==> src/efp_pkg.sv <==
// efp_pkg: register map, field layout, reset values and timing constants
// assumes a single 25 MHz clock domain and an ahb-lite register port
package efp_pkg;

  // ==========================================================
  // clock and time units
  localparam int unsigned CLK_PERIOD_NS = 40;
  localparam int unsigned CLK_HZ        = 1000000000 / CLK_PERIOD_NS;
  localparam int unsigned US_NS         = 1000;
  localparam int unsigned US_CYC        =
    (US_NS + CLK_PERIOD_NS - 1) / CLK_PERIOD_NS;
  localparam int unsigned MS_US         = 1000;
  localparam int unsigned MS_CYC        = MS_US * US_CYC;
  localparam int unsigned WAIT_MAX_MS   = 1600;
  localparam int unsigned MODE_A_MAX_MS = 600;
  localparam int unsigned PER_SHORT_MS  = 1600;
  localparam int unsigned PER_LONG_MS   = 3200;

  // ==========================================================
  // register byte offsets
  localparam logic [7:0] OFS_CTRL   = 8'h00;
  localparam logic [7:0] OFS_WINDOW = 8'h04;
  localparam logic [7:0] OFS_WAIT   = 8'h08;
  localparam logic [7:0] OFS_STATUS = 8'h0C;
  localparam logic [7:0] OFS_COUNT  = 8'h10;
  localparam logic [7:0] OFS_FREQ   = 8'h14;
  localparam logic [7:0] OFS_PERIOD = 8'h18;

  // ==========================================================
  // control fields
  localparam int CTL_UPDOWN  = 0;
  localparam int CTL_WBASE   = 1;
  localparam int CTL_GATE_LO = 2;
  localparam int CTL_IDX_EN  = 4;
  localparam int CTL_EXT_EN  = 5;
  localparam int CTL_EXT_POS = 6;
  localparam int CTL_PLONG   = 7;
  localparam int CTL_REV     = 8;
  localparam int CTL_W       = 9;
  localparam logic [8:0]  CTRL_RST   = 9'h000;
  localparam logic [15:0] WINDOW_RST = 16'h2710;
  localparam logic [15:0] WAIT_RST   = 16'h0640;

  // gate settings
  localparam logic [1:0] GATE_OFF = 2'h0;
  localparam logic [1:0] GATE_HI  = 2'h1;
  localparam logic [1:0] GATE_LO  = 2'h2;

  typedef enum logic [1:0] {
    EFP_IDLE,
    EFP_WIN,
    EFP_WAIT,
    EFP_DIV
  } efp_state_t;

endpackage

==> src/efp_gate.sv <==
// efp_gate: encoder counter with frequency, period and gate function
// assumes track, gate, index and reset pins are asynchronous to i_clk
// What this block does
// - count track a rising edges in window, then the next edge and its time
// - trailing edge wait time set in ms, default and maximum 1.6 s
// - frequency is reported as a magnitude, never negative
// - window defaults to 10 ms, at least one unit of its base
// - frequency uses the own free-running timebase only
// - gate freeze stops frequency measurement; period keeps running
// - index or external reset restarts frequency; old value kept
// - window base selects microseconds or milliseconds
// - window up to 600 ms uses edge-synchronised mode a
// - mode a starts at a rising edge, storing count and time
// - mode a waits for next edge up to wait time, divides
// - window above 600 ms uses mode b
// - mode b stores time and position at start and end, divides
// - period is the time between consecutive rising edges of a
// - period range 1.6 s, or 3.2 s when long range selected
// - no edge for the period range (1.6 s, or 3.2 s when long) discards the period value
// - gate 0 off, 1 freeze while high, 2 freeze while low
// - external reset clears the counter before the freeze applies
// - in up/down mode track b level gives the direction
//
// The register addresses and the AHB-Lite slave port were decided locally.
`timescale 1ns/1ns
module efp_gate #(
  parameter int unsigned P_MS_CYC    = efp_pkg::MS_CYC,
  parameter int unsigned P_PER_S_CYC =
    efp_pkg::PER_SHORT_MS * efp_pkg::MS_CYC,
  parameter int unsigned P_PER_L_CYC =
    efp_pkg::PER_LONG_MS * efp_pkg::MS_CYC
) (
  input  wire logic        i_clk,
  input  wire logic        i_sys_rst,
  input  wire logic        i_trk_a,
  input  wire logic        i_trk_b,
  input  wire logic        i_gate,
  input  wire logic        i_idx,
  input  wire logic        i_ext_rst,
  input  wire logic        i_hsel,
  input  wire logic [31:0] i_haddr,
  input  wire logic [1:0]  i_htrans,
  input  wire logic        i_hwrite,
  input  wire logic [2:0]  i_hsize,
  input  wire logic [31:0] i_hwdata,
  input  wire logic        i_hready,
  output logic             o_hreadyout,
  output logic             o_hresp,
  output logic [31:0]      o_hrdata
);

  // ==========================================================
  // pin synchronisers and edge detection
  logic [4:0] sync1_ff;
  logic [4:0] sync2_ff;
  logic [4:0] prev_ff;

  always_ff @(posedge i_clk) begin
    if (i_sys_rst) begin
      sync1_ff <= 5'h00;
      sync2_ff <= 5'h00;
      prev_ff  <= 5'h00;
    end else begin
      sync1_ff <= {i_ext_rst, i_idx, i_gate, i_trk_b, i_trk_a};
      sync2_ff <= sync1_ff;
      prev_ff  <= sync2_ff;
    end
  end

  logic a_now, b_now, a_old, b_old, gate_in, a_rise;
  assign a_now   = sync2_ff[0];
  assign b_now   = sync2_ff[1];
  assign gate_in = sync2_ff[2];
  assign a_old   = prev_ff[0];
  assign b_old   = prev_ff[1];
  assign a_rise  = a_now & ~a_old;

  // ==========================================================
  // configuration registers
  logic [efp_pkg::CTL_W-1:0] ctrl_ff;
  logic [15:0]               window_ff;
  logic [15:0]               wait_ff;
  logic [1:0]                gate_mode;
  assign gate_mode = ctrl_ff[efp_pkg::CTL_GATE_LO +: 2];

  // ==========================================================
  // counter with gate and reset
  logic [31:0] count_ff;
  logic        frozen;
  logic        ext_edge;
  logic        idx_edge;
  logic        cnt_clear;
  logic        step;
  logic        up;

  assign frozen = (gate_mode == efp_pkg::GATE_HI &&  gate_in) ||
                  (gate_mode == efp_pkg::GATE_LO && !gate_in);
  assign ext_edge = ctrl_ff[efp_pkg::CTL_EXT_POS] ?
                    (sync2_ff[4] & ~prev_ff[4]) :
                    (~sync2_ff[4] & prev_ff[4]);
  assign idx_edge  = sync2_ff[3] & ~prev_ff[3];
  assign cnt_clear = (ctrl_ff[efp_pkg::CTL_EXT_EN] & ext_edge) |
                     (ctrl_ff[efp_pkg::CTL_IDX_EN] & idx_edge);

  always_comb begin
    if (ctrl_ff[efp_pkg::CTL_UPDOWN]) begin
      step = a_rise;
      up   = ~b_now;
    end else begin
      // 4x quadrature, a leading b counts up
      step = (a_now ^ a_old) ^ (b_now ^ b_old);
      up   = a_now ^ b_old;
    end
  end

  always_ff @(posedge i_clk) begin
    if (i_sys_rst) begin
      count_ff <= 32'h0000_0000;
    end else if (cnt_clear) begin
      count_ff <= 32'h0000_0000;
    end else if (step && !frozen) begin
      if (up ^ ctrl_ff[efp_pkg::CTL_REV]) begin
        count_ff <= count_ff + 32'h0000_0001;
      end else begin
        count_ff <= count_ff - 32'h0000_0001;
      end
    end
  end

  // ==========================================================
  // free-running microsecond and millisecond ticks
  logic [15:0] us_div_ff;
  logic [31:0] ms_div_ff;
  logic        us_tick;
  logic        ms_tick;
  assign us_tick = us_div_ff == 16'(efp_pkg::US_CYC - 1);
  assign ms_tick = ms_div_ff == P_MS_CYC - 1;

  always_ff @(posedge i_clk) begin
    if (i_sys_rst || us_tick) begin
      us_div_ff <= 16'h0000;
    end else begin
      us_div_ff <= us_div_ff + 16'h0001;
    end
  end

  always_ff @(posedge i_clk) begin
    if (i_sys_rst || ms_tick) begin
      ms_div_ff <= 32'h0000_0000;
    end else begin
      ms_div_ff <= ms_div_ff + 32'h0000_0001;
    end
  end

  // ==========================================================
  // frequency measurement, modes a and b
  efp_pkg::efp_state_t state_ff;
  logic        mode_b_ff;
  logic [15:0] win_cnt_ff;
  logic [15:0] wait_cnt_ff;
  logic [31:0] elapsed_ff;
  logic [31:0] edges_ff;
  logic [31:0] pos0_ff;
  logic [63:0] num_ff;
  logic [32:0] rem_ff;
  logic [6:0]  bit_ff;
  logic [31:0] freq_ff;
  logic        freq_vld_ff;
  logic [15:0] win_len;
  logic        base_tick;
  logic        mode_b_sel;
  logic        abort;
  logic [31:0] pos_diff, pos_mag;
  logic [32:0] rem_sh;

  assign win_len = (window_ff == 16'h0000) ? 16'h0001 : window_ff;
  assign base_tick = ctrl_ff[efp_pkg::CTL_WBASE] ? ms_tick : us_tick;
  assign mode_b_sel = ctrl_ff[efp_pkg::CTL_WBASE] &&
                      win_len > 16'(efp_pkg::MODE_A_MAX_MS);
  assign abort = cnt_clear || frozen;
  assign pos_diff = count_ff - pos0_ff;
  assign pos_mag  = pos_diff[31] ? 32'h0000_0000 - pos_diff : pos_diff;
  assign rem_sh = {rem_ff[31:0], num_ff[63]};

  always_ff @(posedge i_clk) begin
    if (i_sys_rst) begin
      state_ff    <= efp_pkg::EFP_IDLE;
      mode_b_ff   <= 1'b0;
      win_cnt_ff  <= 16'h0000;
      wait_cnt_ff <= 16'h0000;
      elapsed_ff  <= 32'h0000_0000;
      edges_ff    <= 32'h0000_0000;
      pos0_ff     <= 32'h0000_0000;
      num_ff      <= 64'h0000_0000_0000_0000;
      rem_ff      <= 33'h0_0000_0000;
      bit_ff      <= 7'h00;
    end else if (abort) begin
      state_ff <= efp_pkg::EFP_IDLE;
    end else begin
      case (state_ff)
        efp_pkg::EFP_IDLE: begin
          win_cnt_ff  <= 16'h0000;
          wait_cnt_ff <= 16'h0000;
          elapsed_ff  <= 32'h0000_0000;
          edges_ff    <= 32'h0000_0000;
          pos0_ff     <= count_ff;
          mode_b_ff   <= mode_b_sel;
          if (mode_b_sel || a_rise) begin
            state_ff <= efp_pkg::EFP_WIN;
          end
        end
        efp_pkg::EFP_WIN: begin
          elapsed_ff <= elapsed_ff + 32'h0000_0001;
          if (a_rise) begin
            edges_ff <= edges_ff + 32'h0000_0001;
          end
          if (base_tick) begin
            win_cnt_ff <= win_cnt_ff + 16'h0001;
            if (win_cnt_ff + 16'h0001 >= win_len) begin
              if (mode_b_ff) begin
                num_ff <= 64'(pos_mag) * 64'(efp_pkg::CLK_HZ);
                state_ff <= efp_pkg::EFP_DIV;
              end else begin
                state_ff <= efp_pkg::EFP_WAIT;
              end
              rem_ff <= 33'h0_0000_0000;
              bit_ff <= 7'h00;
            end
          end
        end
        efp_pkg::EFP_WAIT: begin
          elapsed_ff <= elapsed_ff + 32'h0000_0001;
          if (ms_tick) begin
            wait_cnt_ff <= wait_cnt_ff + 16'h0001;
          end
          if (a_rise) begin
            num_ff <= 64'(edges_ff + 32'h0000_0001)
                      * 64'(efp_pkg::CLK_HZ);
            elapsed_ff <= elapsed_ff + 32'h0000_0001;
            state_ff <= efp_pkg::EFP_DIV;
          end else if (wait_cnt_ff >= wait_ff) begin
            num_ff <= 64'(edges_ff) * 64'(efp_pkg::CLK_HZ);
            state_ff <= efp_pkg::EFP_DIV;
          end
        end
        efp_pkg::EFP_DIV: begin
          // edges or increments times clock rate over elapsed cycles
          num_ff <= {num_ff[62:0], 1'b0};
          if (rem_sh >= {1'b0, elapsed_ff}) begin
            rem_ff    <= rem_sh - {1'b0, elapsed_ff};
            num_ff[0] <= 1'b1;
          end else begin
            rem_ff <= rem_sh;
          end
          bit_ff <= bit_ff + 7'h01;
          if (bit_ff == 7'h3F) begin
            state_ff <= efp_pkg::EFP_IDLE;
          end
        end
        default: state_ff <= efp_pkg::EFP_IDLE;
      endcase
    end
  end

  // result is written in the same cycle as the last quotient bit
  logic [63:0] quot;
  assign quot = {num_ff[62:0], (rem_sh >= {1'b0, elapsed_ff})};

  always_ff @(posedge i_clk) begin
    if (i_sys_rst) begin
      freq_ff     <= 32'h0000_0000;
      freq_vld_ff <= 1'b0;
    end else if (!abort && state_ff == efp_pkg::EFP_DIV &&
                 bit_ff == 7'h3F) begin
      freq_vld_ff <= 1'b1;
      if (elapsed_ff == 32'h0000_0000) begin
        freq_ff <= 32'h0000_0000;
      end else if (quot[63:32] != 32'h0000_0000) begin
        freq_ff <= 32'hFFFF_FFFF;
      end else begin
        freq_ff <= quot[31:0];
      end
    end
  end

  // ==========================================================
  // period measurement, runs regardless of the gate
  logic [31:0] per_cyc_ff;
  logic [31:0] period_ff;
  logic        per_seen_ff;
  logic        per_vld_ff;
  logic [31:0] per_lim;
  logic [63:0] per_ns;
  assign per_lim = ctrl_ff[efp_pkg::CTL_PLONG] ? P_PER_L_CYC
                                               : P_PER_S_CYC;
  assign per_ns = 64'(per_cyc_ff + 32'h0000_0001) *
                  64'(efp_pkg::CLK_PERIOD_NS);

  always_ff @(posedge i_clk) begin
    if (i_sys_rst) begin
      per_cyc_ff  <= 32'h0000_0000;
      period_ff   <= 32'h0000_0000;
      per_seen_ff <= 1'b0;
      per_vld_ff  <= 1'b0;
    end else if (a_rise) begin
      per_cyc_ff  <= 32'h0000_0000;
      per_seen_ff <= 1'b1;
      if (per_seen_ff) begin
        period_ff  <= per_ns[31:0];
        per_vld_ff <= 1'b1;
      end
    end else if (per_cyc_ff >= per_lim) begin
      period_ff   <= 32'h0000_0000;
      per_vld_ff  <= 1'b0;
      per_seen_ff <= 1'b0;
    end else begin
      per_cyc_ff <= per_cyc_ff + 32'h0000_0001;
    end
  end

  // ==========================================================
  // ahb-lite slave: writes zero wait, reads one wait state
  logic       dp_wr_ff;
  logic       dp_rd_ff;
  logic       rd_wait_ff;
  logic [7:0] dp_addr_ff;
  logic       addr_ok;
  assign addr_ok = i_hsel && i_htrans[1] && i_hready;

  always_ff @(posedge i_clk) begin
    if (i_sys_rst) begin
      dp_wr_ff   <= 1'b0;
      dp_rd_ff   <= 1'b0;
      dp_addr_ff <= 8'h00;
    end else if (o_hreadyout) begin
      dp_wr_ff   <= addr_ok && i_hwrite;
      dp_rd_ff   <= addr_ok && !i_hwrite;
      dp_addr_ff <= {i_haddr[7:2], 2'b00};
    end
  end

  always_ff @(posedge i_clk) begin
    if (i_sys_rst) begin
      rd_wait_ff <= 1'b0;
    end else begin
      rd_wait_ff <= dp_rd_ff && !rd_wait_ff;
    end
  end

  assign o_hreadyout = !(dp_rd_ff && !rd_wait_ff);
  assign o_hresp     = 1'b0;

  always_ff @(posedge i_clk) begin
    if (i_sys_rst) begin
      ctrl_ff   <= efp_pkg::CTRL_RST;
      window_ff <= efp_pkg::WINDOW_RST;
      wait_ff   <= efp_pkg::WAIT_RST;
    end else if (dp_wr_ff) begin
      case (dp_addr_ff)
        efp_pkg::OFS_CTRL:   ctrl_ff   <= i_hwdata[efp_pkg::CTL_W-1:0];
        efp_pkg::OFS_WINDOW: window_ff <= i_hwdata[15:0];
        efp_pkg::OFS_WAIT: begin
          if (i_hwdata[15:0] > 16'(efp_pkg::WAIT_MAX_MS)) begin
            wait_ff <= 16'(efp_pkg::WAIT_MAX_MS);
          end else begin
            wait_ff <= i_hwdata[15:0];
          end
        end
        default: ;
      endcase
    end
  end

  logic [31:0] rd_mux;
  always_comb begin
    case (dp_addr_ff)
      efp_pkg::OFS_CTRL:   rd_mux = 32'(ctrl_ff);
      efp_pkg::OFS_WINDOW: rd_mux = {16'h0000, window_ff};
      efp_pkg::OFS_WAIT:   rd_mux = {16'h0000, wait_ff};
      efp_pkg::OFS_STATUS: rd_mux = {26'h000_0000, state_ff,
                                     per_vld_ff, freq_vld_ff,
                                     frozen, mode_b_ff};
      efp_pkg::OFS_COUNT:  rd_mux = count_ff;
      efp_pkg::OFS_FREQ:   rd_mux = freq_ff;
      efp_pkg::OFS_PERIOD: rd_mux = period_ff;
      default:             rd_mux = 32'h0000_0000;
    endcase
  end

  always_ff @(posedge i_clk) begin
    if (i_sys_rst) begin
      o_hrdata <= 32'h0000_0000;
    end else if (dp_rd_ff && !rd_wait_ff) begin
      o_hrdata <= rd_mux;
    end
  end

endmodule

==> config.mk <==
export PLATFORM = sky130hd
export DESIGN_NAME = efp_gate
export DESIGN_NICKNAME = d
export VERILOG_FILES = /design/src/efp_pkg.sv /design/src/efp_gate.sv
export SDC_FILE = /design/constraint.sdc
export NUM_CORES = 2
export LEC_CHECK = 0
export BUFFER_PORTS_ARGS = -buffer_cell sky130_fd_sc_hd__buf_2
export CAP_MARGIN = 30
export CORE_ASPECT_RATIO = 1.25
export CORE_MARGIN = 2
export CORE_UTILIZATION = 25
export DETAILED_ROUTE_END_ITERATION = 8
export GPL_ROUTABILITY_DRIVEN = 0
export GPL_TIMING_DRIVEN = 0
export PLACE_DENSITY_LB_ADDON = 0.1
export RECOVER_POWER = 100
export SYNTH_ARGS = -nofsm -noshare
export SYNTH_HDL_FRONTEND = slang
export SYNTH_SLANG_ARGS = --single-unit
==> constraint.sdc <==
create_clock -name i_clk -period 13.4 [get_ports i_clk]
set_input_delay 2.01 -clock i_clk [delete_from_list [all_inputs] [get_ports i_clk]]
set_output_delay 2.01 -clock i_clk [all_outputs]
set_load 0.01 [all_outputs]
-- Yosys cells after proc, flatten, opt, wreduce, memory -nomap -nowiden
Cells that the tools add are included.
- register bits after elaboration: 510
- bits in latches: 0
- bits in writable memories: 0
- memory bits (read-only): 0
- memories: 0
- add/subtract/negate cells: 15
- multipliers: 4
- divide/modulo/power cells: 0
- $lt $le $gt $ge: 6
- eq/ne operators: 23
- shifts and indexed selects: 0
- mux-type cells: 48
- bitwise logic cells: 18
- reductions and logical operators: 49
- operator list (operator ; number):
    32-bit 2-to-1 mux ; 11
    64-bit 2-to-1 mux ; 5
    32-bit one-hot mux with 7 select lines ; 1
    32-bit one-hot mux with 2 select lines ; 3
    64-bit one-hot mux with 3 select lines ; 1
    32-bit by 1-bit adder with 32-bit output (second input constant) ; 5
    32-bit by 19-bit multiplier with 51-bit output (second input constant) ; 2
    32-bit by 1-bit adder with 33-bit output (second input constant) ; 2
    16-bit 2-to-1 mux ; 4
    16-bit one-hot mux with 2 select lines ; 2
    32-bit subtractor ; 2
    33-bit by 19-bit multiplier with 52-bit output (second input constant) ; 1
    16-bit by 1-bit adder with 16-bit output (second input constant) ; 3
    33-bit by 32-bit >= comparator with 1-bit output ; 1
    33-bit by 3-bit multiplier with 29-bit output (second input constant) ; 1
    32-bit by 15-bit equality test with 1-bit output (second input constant) ; 1
    16-bit >= comparator ; 2
    32-bit by 27-bit >= comparator with 1-bit output ; 1
    32-bit logical NOT ; 1
    32-bit nonzero test ; 1
    1-bit by 32-bit subtractor with 32-bit output (first input constant) ; 1
    32-bit by 1-bit subtractor with 32-bit output (second input constant) ; 1
    27-bit 2-to-1 mux ; 1
    6-bit by 3-bit equality test with 1-bit output (second input constant) ; 3
    other kinds (35) ; 107

-- Depth between registers and ports, before layout
- word-level depth: 9
- mapped depth: 39

-- Worst setup path before layout
No wires, ideal clock.
- path type: register -> register
- start: register count_ff[0]
- end: register num_ff[52]
- arrival: 9.137 ns
- path slack: 4.132 ns
- stages on the path, launching flop included: 35
- buffers on the path: 0
- clock period less this slack: 9.268 ns
- cells stage by stage: dfxtp_1 > inv_1 > ha_1 > inv_1 > fa_1 > a211oi_2 > o21ai_2 > a31o_2 > a2111o_1 > nand2_2 > xnor2_2 > or4_4 > nor4b_2 > nand2_1 > o31ai_1 > xnor2_1 > ha_1 > fa_1 > fa_1 > fa_1 > fa_1 > inv_1 > fa_1 > inv_1 > ha_1 > a21o_1 > a21o_1 > a21o_1 > a2111oi_0 > o31a_1 > o21ai_0 > a221oi_1 > o21ai_0 > a221oi_1 > nor3_1
- longest elaborated chain between the ends: 8
- ends and longest elaborated chain (item ; RTL line ; source):
    start: declaration ; efp_gate.sv:88 ; logic [31:0] count_ff;
    start signal: assignment ; efp_gate.sv:123 ; count_ff <= count_ff + 32'h0000_0001;
    start signal: assignment ; efp_gate.sv:125 ; count_ff <= count_ff - 32'h0000_0001;
    32-bit subtractor * ; efp_gate.sv:181 ; assign pos_diff = count_ff - pos0_ff;
    1-bit by 32-bit subtractor with 32-bit output ; efp_gate.sv:182 ; assign pos_mag = pos_diff[31] ? 32'h0000_0000 - pos_diff : pos_diff;
    32-bit 2-to-1 mux * ; efp_gate.sv:182 ;
    32-bit by 19-bit multiplier with 51-bit output * ; efp_gate.sv:221 ; num_ff <= 64'(pos_mag) * 64'(efp_pkg::CLK_HZ);
    64-bit 2-to-1 mux * ; efp_gate.sv:220 ; if (mode_b_ff) begin
    64-bit 2-to-1 mux * ; efp_gate.sv:219 ; if (win_cnt_ff + 16'h0001 >= win_len) begin
    64-bit 2-to-1 mux * ; efp_gate.sv:217 ; if (base_tick) begin
    64-bit one-hot mux with 3 select lines * ; efp_gate.sv:200 ; case (state_ff)
    end signal: assignment ; efp_gate.sv:221 ;
    end signal: assignment ; efp_gate.sv:237 ; num_ff <= 64'(edges_ff + 32'h0000_0001)
    end signal: assignment ; efp_gate.sv:242 ; num_ff <= 64'(edges_ff) * 64'(efp_pkg::CLK_HZ);
    end: declaration ; efp_gate.sv:164 ; logic [63:0] num_ff;
Every way passes the cells marked *; elsewhere a longest branch is shown, timed or not. The select of a mux whose other input is x is not followed.
A chain may end at the register's enable or synchronous reset.

-- Final worst setup path
- start: register count_ff[0]
- end: register num_ff[45]
Same word-level chain as after synthesis.

==> impl_metrics.csv <==
group,metric,value,unit
sta,clock.fmax,0.0819,GHz
clock_tree,hold_buffers,0,
clock_tree,cts.clk_slew.worst_paths,0.06,ns
drt,routedWlPerCell,21.8,microns
synth,ys_warn_count,0,
synth,synth_edf_count,0,
clock_tree,htreeDepth,3,
final_layout,fillers,28500,
final_layout,layout_common_cells,"inv_1, fa_1, ha_1, nand2_1, dfxtp_1",
global_routing,grt_max_degree,17,
run_status,status,"finished, violations left",
sta,tightest_slew,1.56,ns
synth,async_reset_ff_frac,0,
synth,syn_area_per_cell,8.75,sq um
clock_tree,cts_resized,0,
drt,first_pass_iters,8,
worst_setup_path,crit_path_start_kind,"flip-flop",
floorplan,die_x,463,microns
synth,netlist-cell-type-count,97,
sta,fin_worst_skew,0.0330,ns
clock_tree,clock_sinks,506,
clock_tree,worstSkewPairLatency,0.69,ns
global_routing,antenna_found_initial,9,
worst_setup_path,critPathMostFrequentCell,"fa_1",
placed_design,hpwl,211,mm
drt,via_per_inst,4.68,
clock_tree,cts_buffer_depth,3,
run,drv_cap,2,
final_layout,drive_above_1_share,0.0373,
floorplan,rows,210,
floorplan,start_util,0.251,
worst_setup_path,critPathMaxStageDelay,0.72,ns
run_status,violations,"capacitance limit, slew limit",
synth,synth_seq_cells,506,
global_routing,grt_pass1_wl,371,mm
floorplan,pin_count,113,
clock_tree,cts_made_buffers,70,
worst_setup_path,path_max_fanout,10,
clock_tree,postCtsSetupBuffers,0,
drt,dr.first_iter.drc_count,3041,
synth,syn-num-nets,9258,
synth,syn-cell-area,65800,sq um
final_layout,layout_commonest_cell,"inv_1",
worst_setup_path,crit_slowest_cell,"xnor2_2",
synth,ys_seq_area_frac,0.154,
drt,drc,0,
worst_setup_path,cp.required,13.99,ns
final_layout,area_growth,11.8,%
sta,final-max-slew-violation-count,18,
floorplan,chipHeight,578,microns
global_routing,grt.total_usage,0.184,
clock_tree,cts_tree,"built",
floorplan,die_area,267000,sq um
worst_setup_path,critPathKind,"reg2reg",
sta,relSlewSlack,-0.0496,
hold_path,worstHoldPathType,"reg2reg",
worst_setup_path,crit_path_end_kind,"flip-flop",
sta,hold_viol,0,
global_routing,first_global_vias,55700,
drt,wl,246,mm
sta,finalCriticalPeriod,12.21,ns
placed_design,port_buffers,64,
synth,syn-instance-count,7517,
final_layout,fin_nets,9469,
floorplan,core_area,262000,sq um
synth,synthFlopType,"dfxtp_1",
sta,fin_setup_tns,0,ns
sta,grt_setup_unrepaired,"no",
sta,setup_violations,0,
clock_tree,clockRootBuffer,"clkbuf_16",
sta,finalCritPeriodShare,0.911,
global_routing,grt-ovfl-total,0,
drt,num_vias,52700,
worst_setup_path,arrival,12.80,ns
drt,drtAntennaViolNets,0,
-- worst paths after layout --
path,slack (ns),cells past startpoint,to,start
max reg2reg,1.19,34,num_ff[45],count_ff[0]
min reg2reg,0.43,1,sync2_ff[0],sync1_ff[0]
max,1.19,34,num_ff[45],count_ff[0]
min,0.43,1,sync2_ff[0],sync1_ff[0]
-- metal layers --
layer,track usage,share of wire,vias to the layer above
li1,-,-,25300
met1,0.237,0.44,26400
met2,0.332,0.50,812
met3,0.0136,0.026,220
met4,0.0450,0.026,6
met5,0,0.00015,-
-- sequential cells by signal (all words and copies together) (netlist names), 7 cells and up --
signal / flops
us_div_ff: 16
period_ff: 29
per_cyc_ff: 32
ctrl_ff: 9
window_ff: 16
freq_ff: 32
bit_ff: 7
num_ff: 64
win_cnt_ff: 16
edges_ff: 32
o_hrdata: 32
wait_cnt_ff: 16
count_ff: 32
pos0_ff: 32
rem_ff: 32
wait_ff: 16
elapsed_ff: 32
ms_div_ff: 32
-- critical path, delay by kind of cell (launching register included) --
family / cells / cell delay (ns)
simple gates: 7 / 1.52
fa+ha+maj: 8 / 3.94
buf+inv: 7 / 1.79
compound gates: 10 / 3.26
mux: 1 / 0.31
flops: 1 / 0.54
xor+xnor: 1 / 0.72
-- kinds of logic (layout without fill, tap and decap cells) --
| family | after synthesis | after routing | synth area share |
|---|---|---|---|
| xor gates and xnor gates | 434 | 434 | 0.0590 |
| other | 1 | 3 | 0.0000570 |
| AOI/OAI and AO/OA | 1497 | 1497 | 0.147 |
| buffers and inverters | 1666 | 1923 | 0.0954 |
| DFF | 506 | 506 | 0.154 |
| and+or+nand+nor | 1691 | 1691 | 0.120 |
| adders and majority gates | 1662 | 1662 | 0.415 |
| muxes | 60 | 60 | 0.00947 |
-- cell type report --
type	instances	area, sq um	share of cell area
flip-flops and latches	506	10100	0.138
diodes	2	5.00	0.0000680
inverters	1423	5340	0.0726
repair buffers	139	953	0.0130
multi-input cells	5345	49600	0.674
clock buffers	98	2020	0.0274
well taps	3498	4380	0.0595
clock inverters	20	260	0.00354
plain buffers	243	936	0.0127
-- synthesized netlist by cell type (11+ instances only) --
cell	count	area, sq um
and3_1	54	338
ha_1	791	9900
a31oi_1	44	275
fa_1	871	17400
nor4_1	42	263
o31ai_1	24	180
nor3_1	109	546
o21a_1	35	263
o22ai_1	13	81.3
a211oi_1	44	330
a31o_2	15	131
a21oi_1	475	2380
nor2_1	475	1780
xnor2_1	259	2270
nor2b_1	40	250
and2_1	32	200
nand2_1	535	2010
a2bb2oi_1	18	158
and4_1	18	158
a311oi_1	18	158
nand4_1	71	444
o21bai_1	39	293
nand2b_1	43	269
clkbuf_1	229	860
a22oi_1	86	646
dfxtp_1	506	10100
a22o_1	12	105
a21boi_0	15	113
inv_1	1421	5330
nand3_1	164	821
o211ai_1	65	488
o21ai_0	261	1310
a221oi_1	45	394
or2_2	11	68.8
a21o_1	173	1300
or3_1	49	307
mux2i_1	51	510
xor2_1	167	1460
-- through the flow --
stage	cell area, sq um	std cells	hold slack (ns)	worst slack (ns)	utilization
final	73600	11300	0.433	1.19	0.281
after global routing	73600	11300	0.453	0.387	0.281
after CTS	73700	11300	0.440	1.25	0.282
after detailed placement	71400	11200	0.427	1.34	0.273
after global placement	70500	11100	0.429	0.727	0.269
after floorplan	65800	7517	0.414	4.13	-
Power is not shown: default switching activity piles up to over one toggle a cycle in this logic, so the estimate is an artifact.
